File: src/pkg/reset_source_pkg.sv
// Purpose: constants and types shared by the reset source controller
// Assumes: 100 MHz system reference clock
// Notes: cause register index is 0xef, its byte address is four times that
`default_nettype none
package reset_source_pkg;
   // clock and timing
   localparam int CLK_PERIOD_NS = 10;
   localparam int CLOCK_LOSS_TIMEOUT_US = 100;
   localparam int CLOCK_LOSS_CYCLES = (CLOCK_LOSS_TIMEOUT_US * 1000 + CLK_PERIOD_NS - 1) / CLK_PERIOD_NS;
   localparam int START_DELAY_NS = 5000;
   localparam int START_DELAY_CYCLES = (START_DELAY_NS + CLK_PERIOD_NS - 1) / CLK_PERIOD_NS;
   localparam int LOSS_CNT_W = 16;
   localparam int DELAY_CNT_W = 10;

   // register bus
   localparam int ADDR_W = 12;
   localparam logic [7:0] RESET_CAUSE_INDEX = 8'hef;
   localparam logic [ADDR_W-1:0] RESET_CAUSE_ADDR = {2'h0, RESET_CAUSE_INDEX, 2'h0};

   // reset cause register fields
   localparam int BIT_PIN = 0;
   localparam int BIT_SUPPLY = 1;
   localparam int BIT_CLOCK_LOSS = 2;
   localparam int BIT_SOFT = 4;
   localparam int BIT_FLASH = 6;
   localparam int BIT_USB = 7;

   // enables after power-on
   localparam logic SUPPLY_SEL_RESET = 1'b1;
   localparam logic CLOCK_LOSS_EN_RESET = 1'b0;
   localparam logic USB_SEL_RESET = 1'b0;

   // top of user code space
   localparam logic [15:0] CODE_SPACE_LIMIT = 16'h3dff;

   // synchroniser reset values: pin idles high, others low
   localparam logic [3:0] SYNC_RESET = 4'h1;

   typedef struct packed {
      logic usb_reset_flag;
      logic flash_fault_flag;
      logic unused5;
      logic soft_reset_flag;
      logic unused3;
      logic clock_loss_reset_flag;
      logic power_on_reset_flag;
      logic pin_reset_flag;
   } cause_s;

   localparam cause_s CAUSE_RESET = 8'h02;
   localparam cause_s CAUSE_NONE = 8'h00;

   typedef enum logic [1:0] {
      SEQ_RUN = 2'b00,
      SEQ_HOLD = 2'b01,
      SEQ_DELAY = 2'b10
   } seq_e;
endpackage
`default_nettype wire

File: src/logic/reset_source_controller.sv
// Purpose: gathers reset sources, sequences system reset, records the last cause
// Assumes: i_rst is power-on reset; monitored clock and pins are asynchronous
// Notes: one Avalon-MM register, waitrequest answered from a flop
//
// Local design decision: the Avalon-MM register port.
`timescale 1ns/10ps
`default_nettype none
module reset_source_controller #(
   parameter int CLOCK_LOSS_CYCLES = reset_source_pkg::CLOCK_LOSS_CYCLES
) (
   // clock and power-on reset
   input wire logic i_clock,
   input wire logic i_rst,
   // avalon-mm slave
   input wire logic [reset_source_pkg::ADDR_W-1:0] i_avs_address,
   input wire logic i_avs_read,
   input wire logic i_avs_write,
   input wire logic [31:0] i_avs_writedata,
   input wire logic [3:0] i_avs_byteenable,
   output logic [31:0] o_avs_readdata,
   output logic o_avs_waitrequest,
   // asynchronous pins and analog levels
   input wire logic i_rst_pin_n,
   input wire logic i_monitored_clock,
   input wire logic i_bus_supply_level,
   input wire logic i_supply_low,
   // same-domain core and flash events
   input wire logic i_program_store_write_enable,
   input wire logic i_ext_data_write,
   input wire logic [15:0] i_ext_data_addr,
   input wire logic i_code_read,
   input wire logic [15:0] i_code_read_addr,
   input wire logic i_branch,
   input wire logic [15:0] i_branch_addr,
   input wire logic i_flash_security_violation,
   // same-domain usb and regulator
   input wire logic i_usb_enabled,
   input wire logic i_usb_bus_reset,
   input wire logic i_bus_supply_polarity_select,
   // reset results
   output logic o_system_reset,
   output logic o_clock_loss_detector_enable,
   output var reset_source_pkg::cause_s o_cause
);

   localparam int START_LAST = reset_source_pkg::START_DELAY_CYCLES - 1;

   // synchronisers: pin, monitored clock, bus supply, supply low
   logic [3:0] sync1_q;
   logic [3:0] sync2_q;
   logic mon_prev_q;
   logic [reset_source_pkg::LOSS_CNT_W-1:0] loss_cnt_q;
   logic [reset_source_pkg::DELAY_CNT_W-1:0] dly_cnt_q;
   logic clock_loss_en_q;
   logic usb_sel_q;
   logic supply_sel_q;
   reset_source_pkg::cause_s cause_q;
   reset_source_pkg::cause_s cause_d;
   reset_source_pkg::seq_e seq_q;
   reset_source_pkg::seq_e seq_d;
   logic sys_rst_q;
   logic wait_q;
   logic [31:0] rdata_q;

   logic pin_active;
   logic supply_active;
   logic bus_supply_active;
   logic mon_edge;
   logic clock_loss_hit;
   logic flash_err;
   logic usb_bus_event;
   logic soft_req;
   logic held;
   logic any_req;
   logic addr_hit;
   logic wr_hit;
   logic running;

   // input synchronisers
   always_ff @(posedge i_clock or posedge i_rst) begin
      if (i_rst) begin
         sync1_q <= reset_source_pkg::SYNC_RESET;
         sync2_q <= reset_source_pkg::SYNC_RESET;
      end else begin
         sync1_q <= {i_supply_low, i_bus_supply_level, i_monitored_clock, i_rst_pin_n};
         sync2_q <= sync1_q;
      end
   end

   assign running = (seq_q == reset_source_pkg::SEQ_RUN);
   // pin is only ever sampled, never driven
   assign pin_active = ~sync2_q[0];
   assign supply_active = supply_sel_q & sync2_q[3];
   assign bus_supply_active = usb_sel_q & (sync2_q[2] == i_bus_supply_polarity_select);
   assign usb_bus_event = usb_sel_q & i_usb_enabled & i_usb_bus_reset;

   // flash fault checks
   always_comb begin
      flash_err = 1'b0;
      if (i_program_store_write_enable && i_ext_data_write && i_ext_data_addr > reset_source_pkg::CODE_SPACE_LIMIT) begin
         flash_err = 1'b1;
      end
      if (i_code_read && i_code_read_addr > reset_source_pkg::CODE_SPACE_LIMIT) begin
         flash_err = 1'b1;
      end
      if (i_branch && i_branch_addr > reset_source_pkg::CODE_SPACE_LIMIT) begin
         flash_err = 1'b1;
      end
      if (i_flash_security_violation) begin
         flash_err = 1'b1;
      end
   end

   // clock-loss one-shot
   assign mon_edge = sync2_q[1] & ~mon_prev_q;
   assign clock_loss_hit = clock_loss_en_q && (loss_cnt_q == reset_source_pkg::LOSS_CNT_W'(CLOCK_LOSS_CYCLES));

   always_ff @(posedge i_clock or posedge i_rst) begin
      if (i_rst) begin
         mon_prev_q <= 1'b0;
         loss_cnt_q <= '0;
      end else begin
         mon_prev_q <= sync2_q[1];
         if (!clock_loss_en_q || mon_edge) begin
            loss_cnt_q <= '0;
         end else if (!clock_loss_hit) begin
            loss_cnt_q <= loss_cnt_q + 1'b1;
         end
      end
   end

   // bus decode
   assign addr_hit = (i_avs_address == reset_source_pkg::RESET_CAUSE_ADDR);
   assign wr_hit = i_avs_write && !wait_q && addr_hit && i_avs_byteenable[0];
   assign soft_req = wr_hit && i_avs_writedata[reset_source_pkg::BIT_SOFT];

   assign held = pin_active | supply_active | bus_supply_active | clock_loss_hit;
   assign any_req = held | flash_err | soft_req | usb_bus_event;

   // reset sequencer
   always_comb begin
      seq_d = seq_q;
      unique case (seq_q)
         reset_source_pkg::SEQ_RUN: begin
            if (any_req) begin
               seq_d = reset_source_pkg::SEQ_HOLD;
            end
         end
         reset_source_pkg::SEQ_HOLD: begin
            if (!held) begin
               seq_d = reset_source_pkg::SEQ_DELAY;
            end
         end
         reset_source_pkg::SEQ_DELAY: begin
            if (held) begin
               seq_d = reset_source_pkg::SEQ_HOLD;
            end else if (dly_cnt_q == reset_source_pkg::DELAY_CNT_W'(START_LAST)) begin
               seq_d = reset_source_pkg::SEQ_RUN;
            end
         end
         default: begin
            seq_d = reset_source_pkg::SEQ_HOLD;
         end
      endcase
   end

   // cause capture, one flag only, by priority
   always_comb begin
      cause_d = reset_source_pkg::CAUSE_NONE;
      if (pin_active) begin
         cause_d.pin_reset_flag = 1'b1;
      end else if (supply_active) begin
         cause_d.power_on_reset_flag = 1'b1;
      end else if (clock_loss_hit) begin
         cause_d.clock_loss_reset_flag = 1'b1;
      end else if (flash_err) begin
         cause_d.flash_fault_flag = 1'b1;
      end else if (bus_supply_active || usb_bus_event) begin
         cause_d.usb_reset_flag = 1'b1;
      end else begin
         cause_d.soft_reset_flag = 1'b1;
      end
   end

   always_ff @(posedge i_clock or posedge i_rst) begin
      if (i_rst) begin
         seq_q <= reset_source_pkg::SEQ_DELAY;
         sys_rst_q <= 1'b1;
      end else begin
         seq_q <= seq_d;
         sys_rst_q <= (seq_d != reset_source_pkg::SEQ_RUN);
      end
   end

   always_ff @(posedge i_clock or posedge i_rst) begin
      if (i_rst) begin
         dly_cnt_q <= '0;
      end else if (seq_q != reset_source_pkg::SEQ_DELAY || held) begin
         dly_cnt_q <= '0;
      end else begin
         dly_cnt_q <= dly_cnt_q + 1'b1;
      end
   end

   always_ff @(posedge i_clock or posedge i_rst) begin
      if (i_rst) begin
         cause_q <= reset_source_pkg::CAUSE_RESET;
      end else if (running && any_req) begin
         cause_q <= cause_d;
      end
   end

   // enables: kept apart from cause flags; system reset drops usb and clock-loss
   always_ff @(posedge i_clock or posedge i_rst) begin
      if (i_rst) begin
         clock_loss_en_q <= reset_source_pkg::CLOCK_LOSS_EN_RESET;
         usb_sel_q <= reset_source_pkg::USB_SEL_RESET;
         supply_sel_q <= reset_source_pkg::SUPPLY_SEL_RESET;
      end else if (!running || any_req) begin
         clock_loss_en_q <= reset_source_pkg::CLOCK_LOSS_EN_RESET;
         usb_sel_q <= reset_source_pkg::USB_SEL_RESET;
      end else if (wr_hit) begin
         clock_loss_en_q <= i_avs_writedata[reset_source_pkg::BIT_CLOCK_LOSS];
         usb_sel_q <= i_avs_writedata[reset_source_pkg::BIT_USB];
         supply_sel_q <= i_avs_writedata[reset_source_pkg::BIT_SUPPLY];
      end
   end

   // bus slave: one wait cycle, read data registered with it
   always_ff @(posedge i_clock or posedge i_rst) begin
      if (i_rst) begin
         wait_q <= 1'b1;
         rdata_q <= '0;
      end else begin
         wait_q <= !((i_avs_read || i_avs_write) && wait_q);
         if (i_avs_read && wait_q) begin
            rdata_q <= addr_hit ? {24'h0, cause_q} : 32'h0;
         end
      end
   end

   assign o_avs_readdata = rdata_q;
   assign o_avs_waitrequest = wait_q;
   assign o_system_reset = sys_rst_q;
   assign o_clock_loss_detector_enable = clock_loss_en_q;
   assign o_cause = cause_q;

   // checks
   a_pin_enters_reset: assert property (@(posedge i_clock) disable iff (i_rst)
      (running && pin_active) |=> o_system_reset)
      else $error("pin low did not start reset");

   a_pin_flag_only: assert property (@(posedge i_clock) disable iff (i_rst)
      (running && pin_active) |=> (o_cause == 8'h01))
      else $error("pin cause not captured alone");

   a_clock_loss_reset: assert property (@(posedge i_clock) disable iff (i_rst)
      (running && clock_loss_hit && !pin_active && !supply_active) |=> o_system_reset ##0 (o_cause == 8'h04))
      else $error("clock loss timeout did not reset");

   a_clock_loss_count: assert property (@(posedge i_clock) disable iff (i_rst)
      clock_loss_hit |-> $past(clock_loss_en_q) && !$past(mon_edge))
      else $error("clock loss fired after an edge");

   a_loss_enable_write: assert property (@(posedge i_clock) disable iff (i_rst)
      (running && !any_req && wr_hit) |=> (o_clock_loss_detector_enable == $past(i_avs_writedata[2])))
      else $error("clock loss enable not written");

   a_flash_reset: assert property (@(posedge i_clock) disable iff (i_rst)
      (running && flash_err && !held) |=> o_system_reset ##0 (o_cause == 8'h40))
      else $error("flash fault reset missing");

   a_soft_reset: assert property (@(posedge i_clock) disable iff (i_rst)
      (running && soft_req && !held && !flash_err && !usb_bus_event) |=> o_system_reset ##0 (o_cause == 8'h10))
      else $error("software reset missing");

   a_usb_gated: assert property (@(posedge i_clock) disable iff (i_rst)
      (running && !usb_sel_q && !pin_active && !supply_active && !clock_loss_hit && !flash_err && !soft_req)
      |=> !o_system_reset)
      else $error("reset without selected source");

   a_unused_zero: assert property (@(posedge i_clock) disable iff (i_rst)
      !o_avs_waitrequest |-> (o_avs_readdata[5] == 1'b0) && (o_avs_readdata[3] == 1'b0))
      else $error("unused bits not zero");

   a_start_delay: assert property (@(posedge i_clock) disable iff (i_rst)
      $fell(o_system_reset) |-> ($past(dly_cnt_q) == START_LAST) && $past(seq_q, 2) == reset_source_pkg::SEQ_DELAY)
      else $error("code start before delay");

   a_hold_while_active: assert property (@(posedge i_clock) disable iff (i_rst)
      (!running && held) |=> o_system_reset)
      else $error("reset released with active source");

   a_ext_write_fault: assert property (@(posedge i_clock) disable iff (i_rst)
      (running && !held && i_program_store_write_enable && i_ext_data_write
         && (i_ext_data_addr > reset_source_pkg::CODE_SPACE_LIMIT)) |=> o_system_reset ##0 (o_cause == 8'h40))
      else $error("store write above code space did not reset");

   a_code_read_fault: assert property (@(posedge i_clock) disable iff (i_rst)
      (running && !held && i_code_read && (i_code_read_addr > reset_source_pkg::CODE_SPACE_LIMIT))
      |=> o_system_reset ##0 (o_cause == 8'h40))
      else $error("code read above code space did not reset");

   a_branch_fault: assert property (@(posedge i_clock) disable iff (i_rst)
      (running && !held && i_branch && (i_branch_addr > reset_source_pkg::CODE_SPACE_LIMIT))
      |=> o_system_reset ##0 (o_cause == 8'h40))
      else $error("branch above code space did not reset");

   a_security_fault: assert property (@(posedge i_clock) disable iff (i_rst)
      (running && !held && i_flash_security_violation) |=> o_system_reset ##0 (o_cause == 8'h40))
      else $error("security violation did not reset");

   a_soft_zero_write: assert property (@(posedge i_clock) disable iff (i_rst)
      (running && wr_hit && !i_avs_writedata[reset_source_pkg::BIT_SOFT]
         && !held && !flash_err && !usb_bus_event)
      |=> !o_system_reset)
      else $error("zero written to soft bit caused reset");

   a_usb_bus_reset: assert property (@(posedge i_clock) disable iff (i_rst)
      (running && usb_bus_event && !pin_active && !supply_active && !clock_loss_hit && !flash_err)
      |=> o_system_reset ##0 (o_cause == 8'h80))
      else $error("usb bus reset did not reset");

   a_bus_supply_reset: assert property (@(posedge i_clock) disable iff (i_rst)
      (running && bus_supply_active && !pin_active && !supply_active && !clock_loss_hit && !flash_err)
      |=> o_system_reset ##0 (o_cause == 8'h80))
      else $error("bus supply match did not reset");

   a_supply_reset: assert property (@(posedge i_clock) disable iff (i_rst)
      (running && supply_sel_q && sync2_q[3] && !pin_active) |=> o_system_reset ##0 (o_cause == 8'h02))
      else $error("selected supply monitor did not reset");

   a_cause_frozen: assert property (@(posedge i_clock) disable iff (i_rst)
      !running |=> $stable(o_cause))
      else $error("cause changed during reset");

   a_enable_apart: assert property (@(posedge i_clock) disable iff (i_rst)
      (running && wr_hit && !any_req) |=> $stable(o_cause))
      else $error("enable write altered cause");

   a_loss_restart: assert property (@(posedge i_clock) disable iff (i_rst)
      (clock_loss_en_q && mon_edge) |=> (loss_cnt_q == '0))
      else $error("clock loss counter did not restart");

   c_pin_reset: cover property (@(posedge i_clock) disable iff (i_rst) running && pin_active);
   c_clock_loss: cover property (@(posedge i_clock) disable iff (i_rst) running && clock_loss_hit);
   c_soft_reset: cover property (@(posedge i_clock) disable iff (i_rst) running && soft_req);
   c_flash_reset: cover property (@(posedge i_clock) disable iff (i_rst) running && flash_err);
   c_usb_reset: cover property (@(posedge i_clock) disable iff (i_rst) running && (usb_bus_event || bus_supply_active));

endmodule
`default_nettype wire

File: config.mk
export PLATFORM = sky130hd
export DESIGN_NAME = reset_source_controller
export DESIGN_NICKNAME = d
export VERILOG_FILES = /design/src/pkg/reset_source_pkg.sv /design/src/logic/reset_source_controller.sv
export SDC_FILE = /design/constraint.sdc
export NUM_CORES = 1
export LEC_CHECK = 0
export ABC_CLOCK_PERIOD_IN_PS = 2600
export BUFFER_PORTS_ARGS = -buffer_cell sky130_fd_sc_hd__buf_2
export CAP_MARGIN = 20
export CORE_MARGIN = 2
export CORE_UTILIZATION = 46
export CTS_BUF_LIST = sky130_fd_sc_hd__clkbuf_4 sky130_fd_sc_hd__clkbuf_8
export DETAILED_ROUTE_END_ITERATION = 10
export PLACE_DENSITY = 0.88
export SLEW_MARGIN = 25
export SYNTH_ARGS = -nofsm -noshare
export SYNTH_HDL_FRONTEND = slang
export SYNTH_SLANG_ARGS = --single-unit
export TNS_END_PERCENT = 5
File: constraint.sdc
create_clock -name i_clock -period 2.6 [get_ports i_clock]
set_clock_uncertainty 0.1 [all_clocks]
set_input_delay 0.26 -clock i_clock [delete_from_list [all_inputs] [get_ports i_clock]]
set_output_delay 0.26 -clock i_clock [all_outputs]
set_load 0.02 [all_outputs]
# After elaboration in Yosys (flattened, before gate mapping)

Index checks and enable logic that the tools add are counted.
W data, S select, Z words.

Bits in writable memories: 0
Memories: 0
Word-level logic and storage cells: 103
Bits in latches: 0
Register bits after elaboration: 80
Input bits: 112
Bits in read-only memories: 0

Eq/ne operators: 8
Shift-type cells: 0
Div/mod/pow operators: 0
$mul: 0
Reductions and logical operators: 25
Add/sub/neg operators: 2
Bitwise logic cells: 14
Mux-type cells: 33
Magnitude comparators: 3

Operator list:

| kind                    | number |
|---|---|
| $gt A16 B14 Y1 const B  | 3 |
| $mux W16                | 2 |
| $mux W1                 | 20 |
| $add A16 B1 Y16 const B | 1 |
| $eq A16 B14 Y1 const B  | 1 |
| $mux W2                 | 8 |
| $eq A12 B10 Y1 const B  | 1 |
| $logic_and A1 B1 Y1     | 12 |
| $add A10 B1 Y10 const B | 1 |
| $eq A10 B9 Y1 const B   | 1 |
| $mux W10                | 1 |
| $mux W8                 | 1 |
| $or A1 B1 Y1            | 6 |
| $pmux W2 S3             | 1 |
| $and A1 B1 Y1           | 5 |
| $logic_or A1 B1 Y1      | 5 |
| $logic_not A1 Y1        | 4 |
| $reduce_bool A2 Y1      | 2 |
| $not A1 Y1              | 3 |
| $eq A2 B1 Y1 const B    | 1 |
| $eq A2 B2 Y1 const B    | 1 |
| $logic_not A2 Y1        | 1 |
| $ne A2 B1 Y1 const B    | 1 |
| $ne A2 B2 Y1 const B    | 1 |
| 2 further kinds         | 2 |

# Depth between registers and ports, before layout

Depth after elaboration: 12
Depth in mapped cells: 7
Depth with buffers taken out: 7

# Worst setup path after synthesis

OpenSTA, ideal clock, no wires.

Path kind: reg2reg
Start: reg loss_cnt_q[0] in the netlist's numbering
End: reg supply_sel_q
Slack: 0.699 ns
Data arrival time: 1.719 ns
Stages on the path, launching flop included: 8
Data required time: 2.418 ns
Path through: dfrtp_1 -> inv_1 -> ha_1 -> and4b_1 -> nand4_1 -> nand3_2 -> nor4_2 -> mux2_4

Word-level cells in the longest chain between the ends: 9

Ends and longest elaborated chain:

| item                               | RTL line                       | source |
|---|---|---|
| from (decl)                        | reset_source_controller.sv:52  | `logic [reset_source_pkg::LOSS_CNT_W-1:0] loss_cnt_q;` |
| from (signal assigned)             | reset_source_controller.sv:127 | `loss_cnt_q <= loss_cnt_q + 1'b1;` |
| $eq A16 B14 Y1                     | reset_source_controller.sv:116 | `assign clock_loss_hit = clock_loss_en_q && (loss_cnt_q == reset_source_pkg::LOSS_CNT_W'(CLOCK_LOSS_CYCLES));` |
| $logic_and A1 B1 Y1                | reset_source_controller.sv:116 |  |
| $or A1 B1 Y1                       | reset_source_controller.sv:137 | `assign held = pin_active \| supply_active \| bus_supply_active \| clock_loss_hit;` |
| $or A1 B1 Y1 (3 in series)         | reset_source_controller.sv:138 | `assign any_req = held \| flash_err \| soft_req \| usb_bus_event;` |
| $logic_or A1 B1 Y1                 | reset_source_controller.sv:219 | `end else if (!running \|\| any_req) begin` |
| $not A1 Y1 (no source line)        | --                             |  |
| $reduce_and A2 Y1 (no source line) | --                             |  |
| to (signal assigned)               | reset_source_controller.sv:218 | `supply_sel_q <= reset_source_pkg::SUPPLY_SEL_RESET;` |
| to (signal assigned)               | reset_source_controller.sv:225 | `supply_sel_q <= i_avs_writedata[reset_source_pkg::BIT_SUPPLY];` |
| to (decl)                          | reset_source_controller.sv:56  | `logic supply_sel_q;` |

No other way between the ends.
A chain may end at the register's enable or synchronous reset.

# Worst setup path in the final report

Ends and elaborated chain as after synthesis.

==> metrics.txt <==
CTS Hold Bufs 4; fin crit share 77.7%; port bufs 68; dpl cells 418; min-delay worst type input port to asynchronous set/reset pin; Fillers 510; synth-to-layout area growth 19.2%; CTS tree built; gr usage total 17.1%; total number of vias 2,146; area taken by multi-input logic gates 0.00124 mm²; maximum vdd drop 0.435 mV; leading cell type in the layout, fill and taps excluded buf_2; R2R cell count 7; pwr dens 583 mW/mm²; share of cells above drive strength 1 27.3%; WHS 0.00877 ns; I/O pin cnt 155; Tightest Pin Transition 0.661 ns; Mapped Cells 275; Post-Syn Area 0.00274 mm²; Synth area leader dfrtp_1; unrepaired setup endpoints after global routing false; number of nets with antenna violations after routing 0; Slew Viols, Final 0; Fin. Hold Viols 0; Seq/Total Area, Yosys 49.6%; CP arrival 2.16 ns; Critical Path Sink Type register; dpl cell area 0.00309 mm²; post-synthesis register bit count 54; Tmin final 2.02 ns; Reg2Reg Launch Point loss_cnt_q[0]; CTS Buf Count 5; Final Non-Filler Cells 430; max cap viols 0; largest net degree at the start of global routing 55; n_diodes 0; FF/Latch Area 0.00136 mm²; EDFF count, synth 0; final WL 5640 µm; Setup Viol. Count Final 0; FF-to-FF End supply_sel_q; CTS clk-pin slew, worst paths 0.09 ns; WP data required 2.74 ns; YS warnings 0; Max clock buf depth 2; leakage 1.50 nW; vias in the first global route 1,994; drt pass-1 iters 6; FMAX 495 MHz; initial antenna violation count 0; Initial DRC Count 107; Die Y 81.2 µm; slowest CP cell dfrtp_1; Final #Nets 469; commonest register cell after synthesis dfrtp_1; CTS root buffer clkbuf_8; clock insertion delay at the later pin of the skew report 0.31 ns; DPL Wire Length 4310 µm; vias per cell 4.99; average size of a mapped cell 9.98 µm²; Worst Setup Start Kind register; H-tree levels 2; Synth area leaders dfrtp_1 (43%), buf_4 (7.7%), dfstp_2 (6.7%); CTS sink cnt 54; gp weighted congestion 0.821; setup_tns 0 ns; Initial Utilization 46.9%; Yosys top cell area share 42.9%; Die ar. 0.00660 mm²; final instance area 0.00327 mm²; Total Power 1.91 mW; global route total overflow 0; WS Path Type register to register; setup bufs post-CTS 0; first-pass GRT wire length 8750 µm; DRC Markers 0; DR WL/cell 13.1 µm; R2R setup slack 0.58 ns; num rows 28; chip width 81.2 µm; status complete, no violations; CP max FO 5; Yosys cell types 52; Crit path largest cell delay 0.43 ns; most frequent cells in the layout buf_2 (68), dfrtp_1 (47), nor2_1 (36); post-CTS sizing 0; Core Area 0.00585 mm²; Slew Limit Headroom 55.9%; Post-synth ARST share 100%; worst-path cell chain inv_1, ha_1, and4b_1, nand4_1, nand3_2, nor4_2, mux2_4
-- where the power goes --
part | total (mW) | internal [mW] | switching (mW)
clock | 0.676 | 0.410 | 0.265
sequential | 0.934 | 0.891 | 0.0424
combinational | 0.297 | 0.103 | 0.193
total | 1.91 | 1.40 | 0.501
-- registers in the layout, indices dropped and copies added, names as in the netlist, 2 cells and up --
signal,cells
o_avs_readdata,6
o_cause,6
loss_cnt_q,16
sync2_q,4
dly_cnt_q,10
seq_q,2
sync1_q,4
-- final cells by class --
| type | instances | share of cell area, % |
|---|---|---|
| Clock buffer | 6 | 2.52 |
| Clock inverter | 2 | 1.84 |
| Inverter | 6 | 0.689 |
| Multi-Input combinational cell | 211 | 37.9 |
| Sequential cell | 54 | 41.6 |
| Tap cell | 75 | 2.87 |
| Timing Repair Buffer | 76 | 12.5 |
-- routing by layer --
layer,vias to the layer above,global-route usage (%),routed length [µm]
li1,1048,-,-
met1,1041,21.6,2440
met2,48,29.8,2950
met3,9,3.67,186
met4,0,4.58,62
met5,-,0,0
-- per-stage QoR --
step	utilization [%]	setup slack (ns)
final	55.9	0.579
after global routing	55.9	0.419
after CTS	55.9	0.570
after detailed placement	52.8	0.602
after global placement	52.8	0.619
after floorplan	-	0.699
-- cell usage after synthesis (3+ instances only) --
cell type / n
nor2_1: 36
o21ai_0: 5
dfrtp_1: 47
nand4_1: 6
buf_4: 28
ha_1: 3
dfstp_2: 7
inv_1: 6
xor2_1: 13
a21oi_1: 5
and3_1: 6
nand3_1: 14
o21ai_1: 8
nand2_1: 29
nor3_1: 5
xnor2_1: 10
-- worst max-delay path, delay by kind of cell, from the launching register on --
family	cells	cell delay [ns]
fa+ha+maj	1	0.19
simple gates	4	0.84
flops	1	0.43
buf+inv	1	0.08
mux	1	0.33
-- how the worst max path moves through the flow --
stage | from | endpoint | slack [ns] | depth (start not counted)
final | loss_cnt_q[0] | supply_sel_q | 0.58 | 7
after CTS | loss_cnt_q[0] | supply_sel_q | 0.57 | 7
after global placement | sync2_q[0] | supply_sel_q | 0.62 | 5
after global routing | loss_cnt_q[0] | supply_sel_q | 0.42 | 7
after floorplan | loss_cnt_q[0] | supply_sel_q | 0.70 | 7
after detailed placement | loss_cnt_q[0] | supply_sel_q | 0.60 | 7
-- cells by family after synthesis --
group	share of synthesized area (%)
buffers and inverters	8.89
muxes	0.547
adders and majority gates	1.37
DFF	49.6
and+or+nand+nor	24.1
AOI/OAI and AO/OA	8.07
xor gates and xnor gates	7.34
other	0.137
Note: power is estimated with default switching activity, not from simulation.
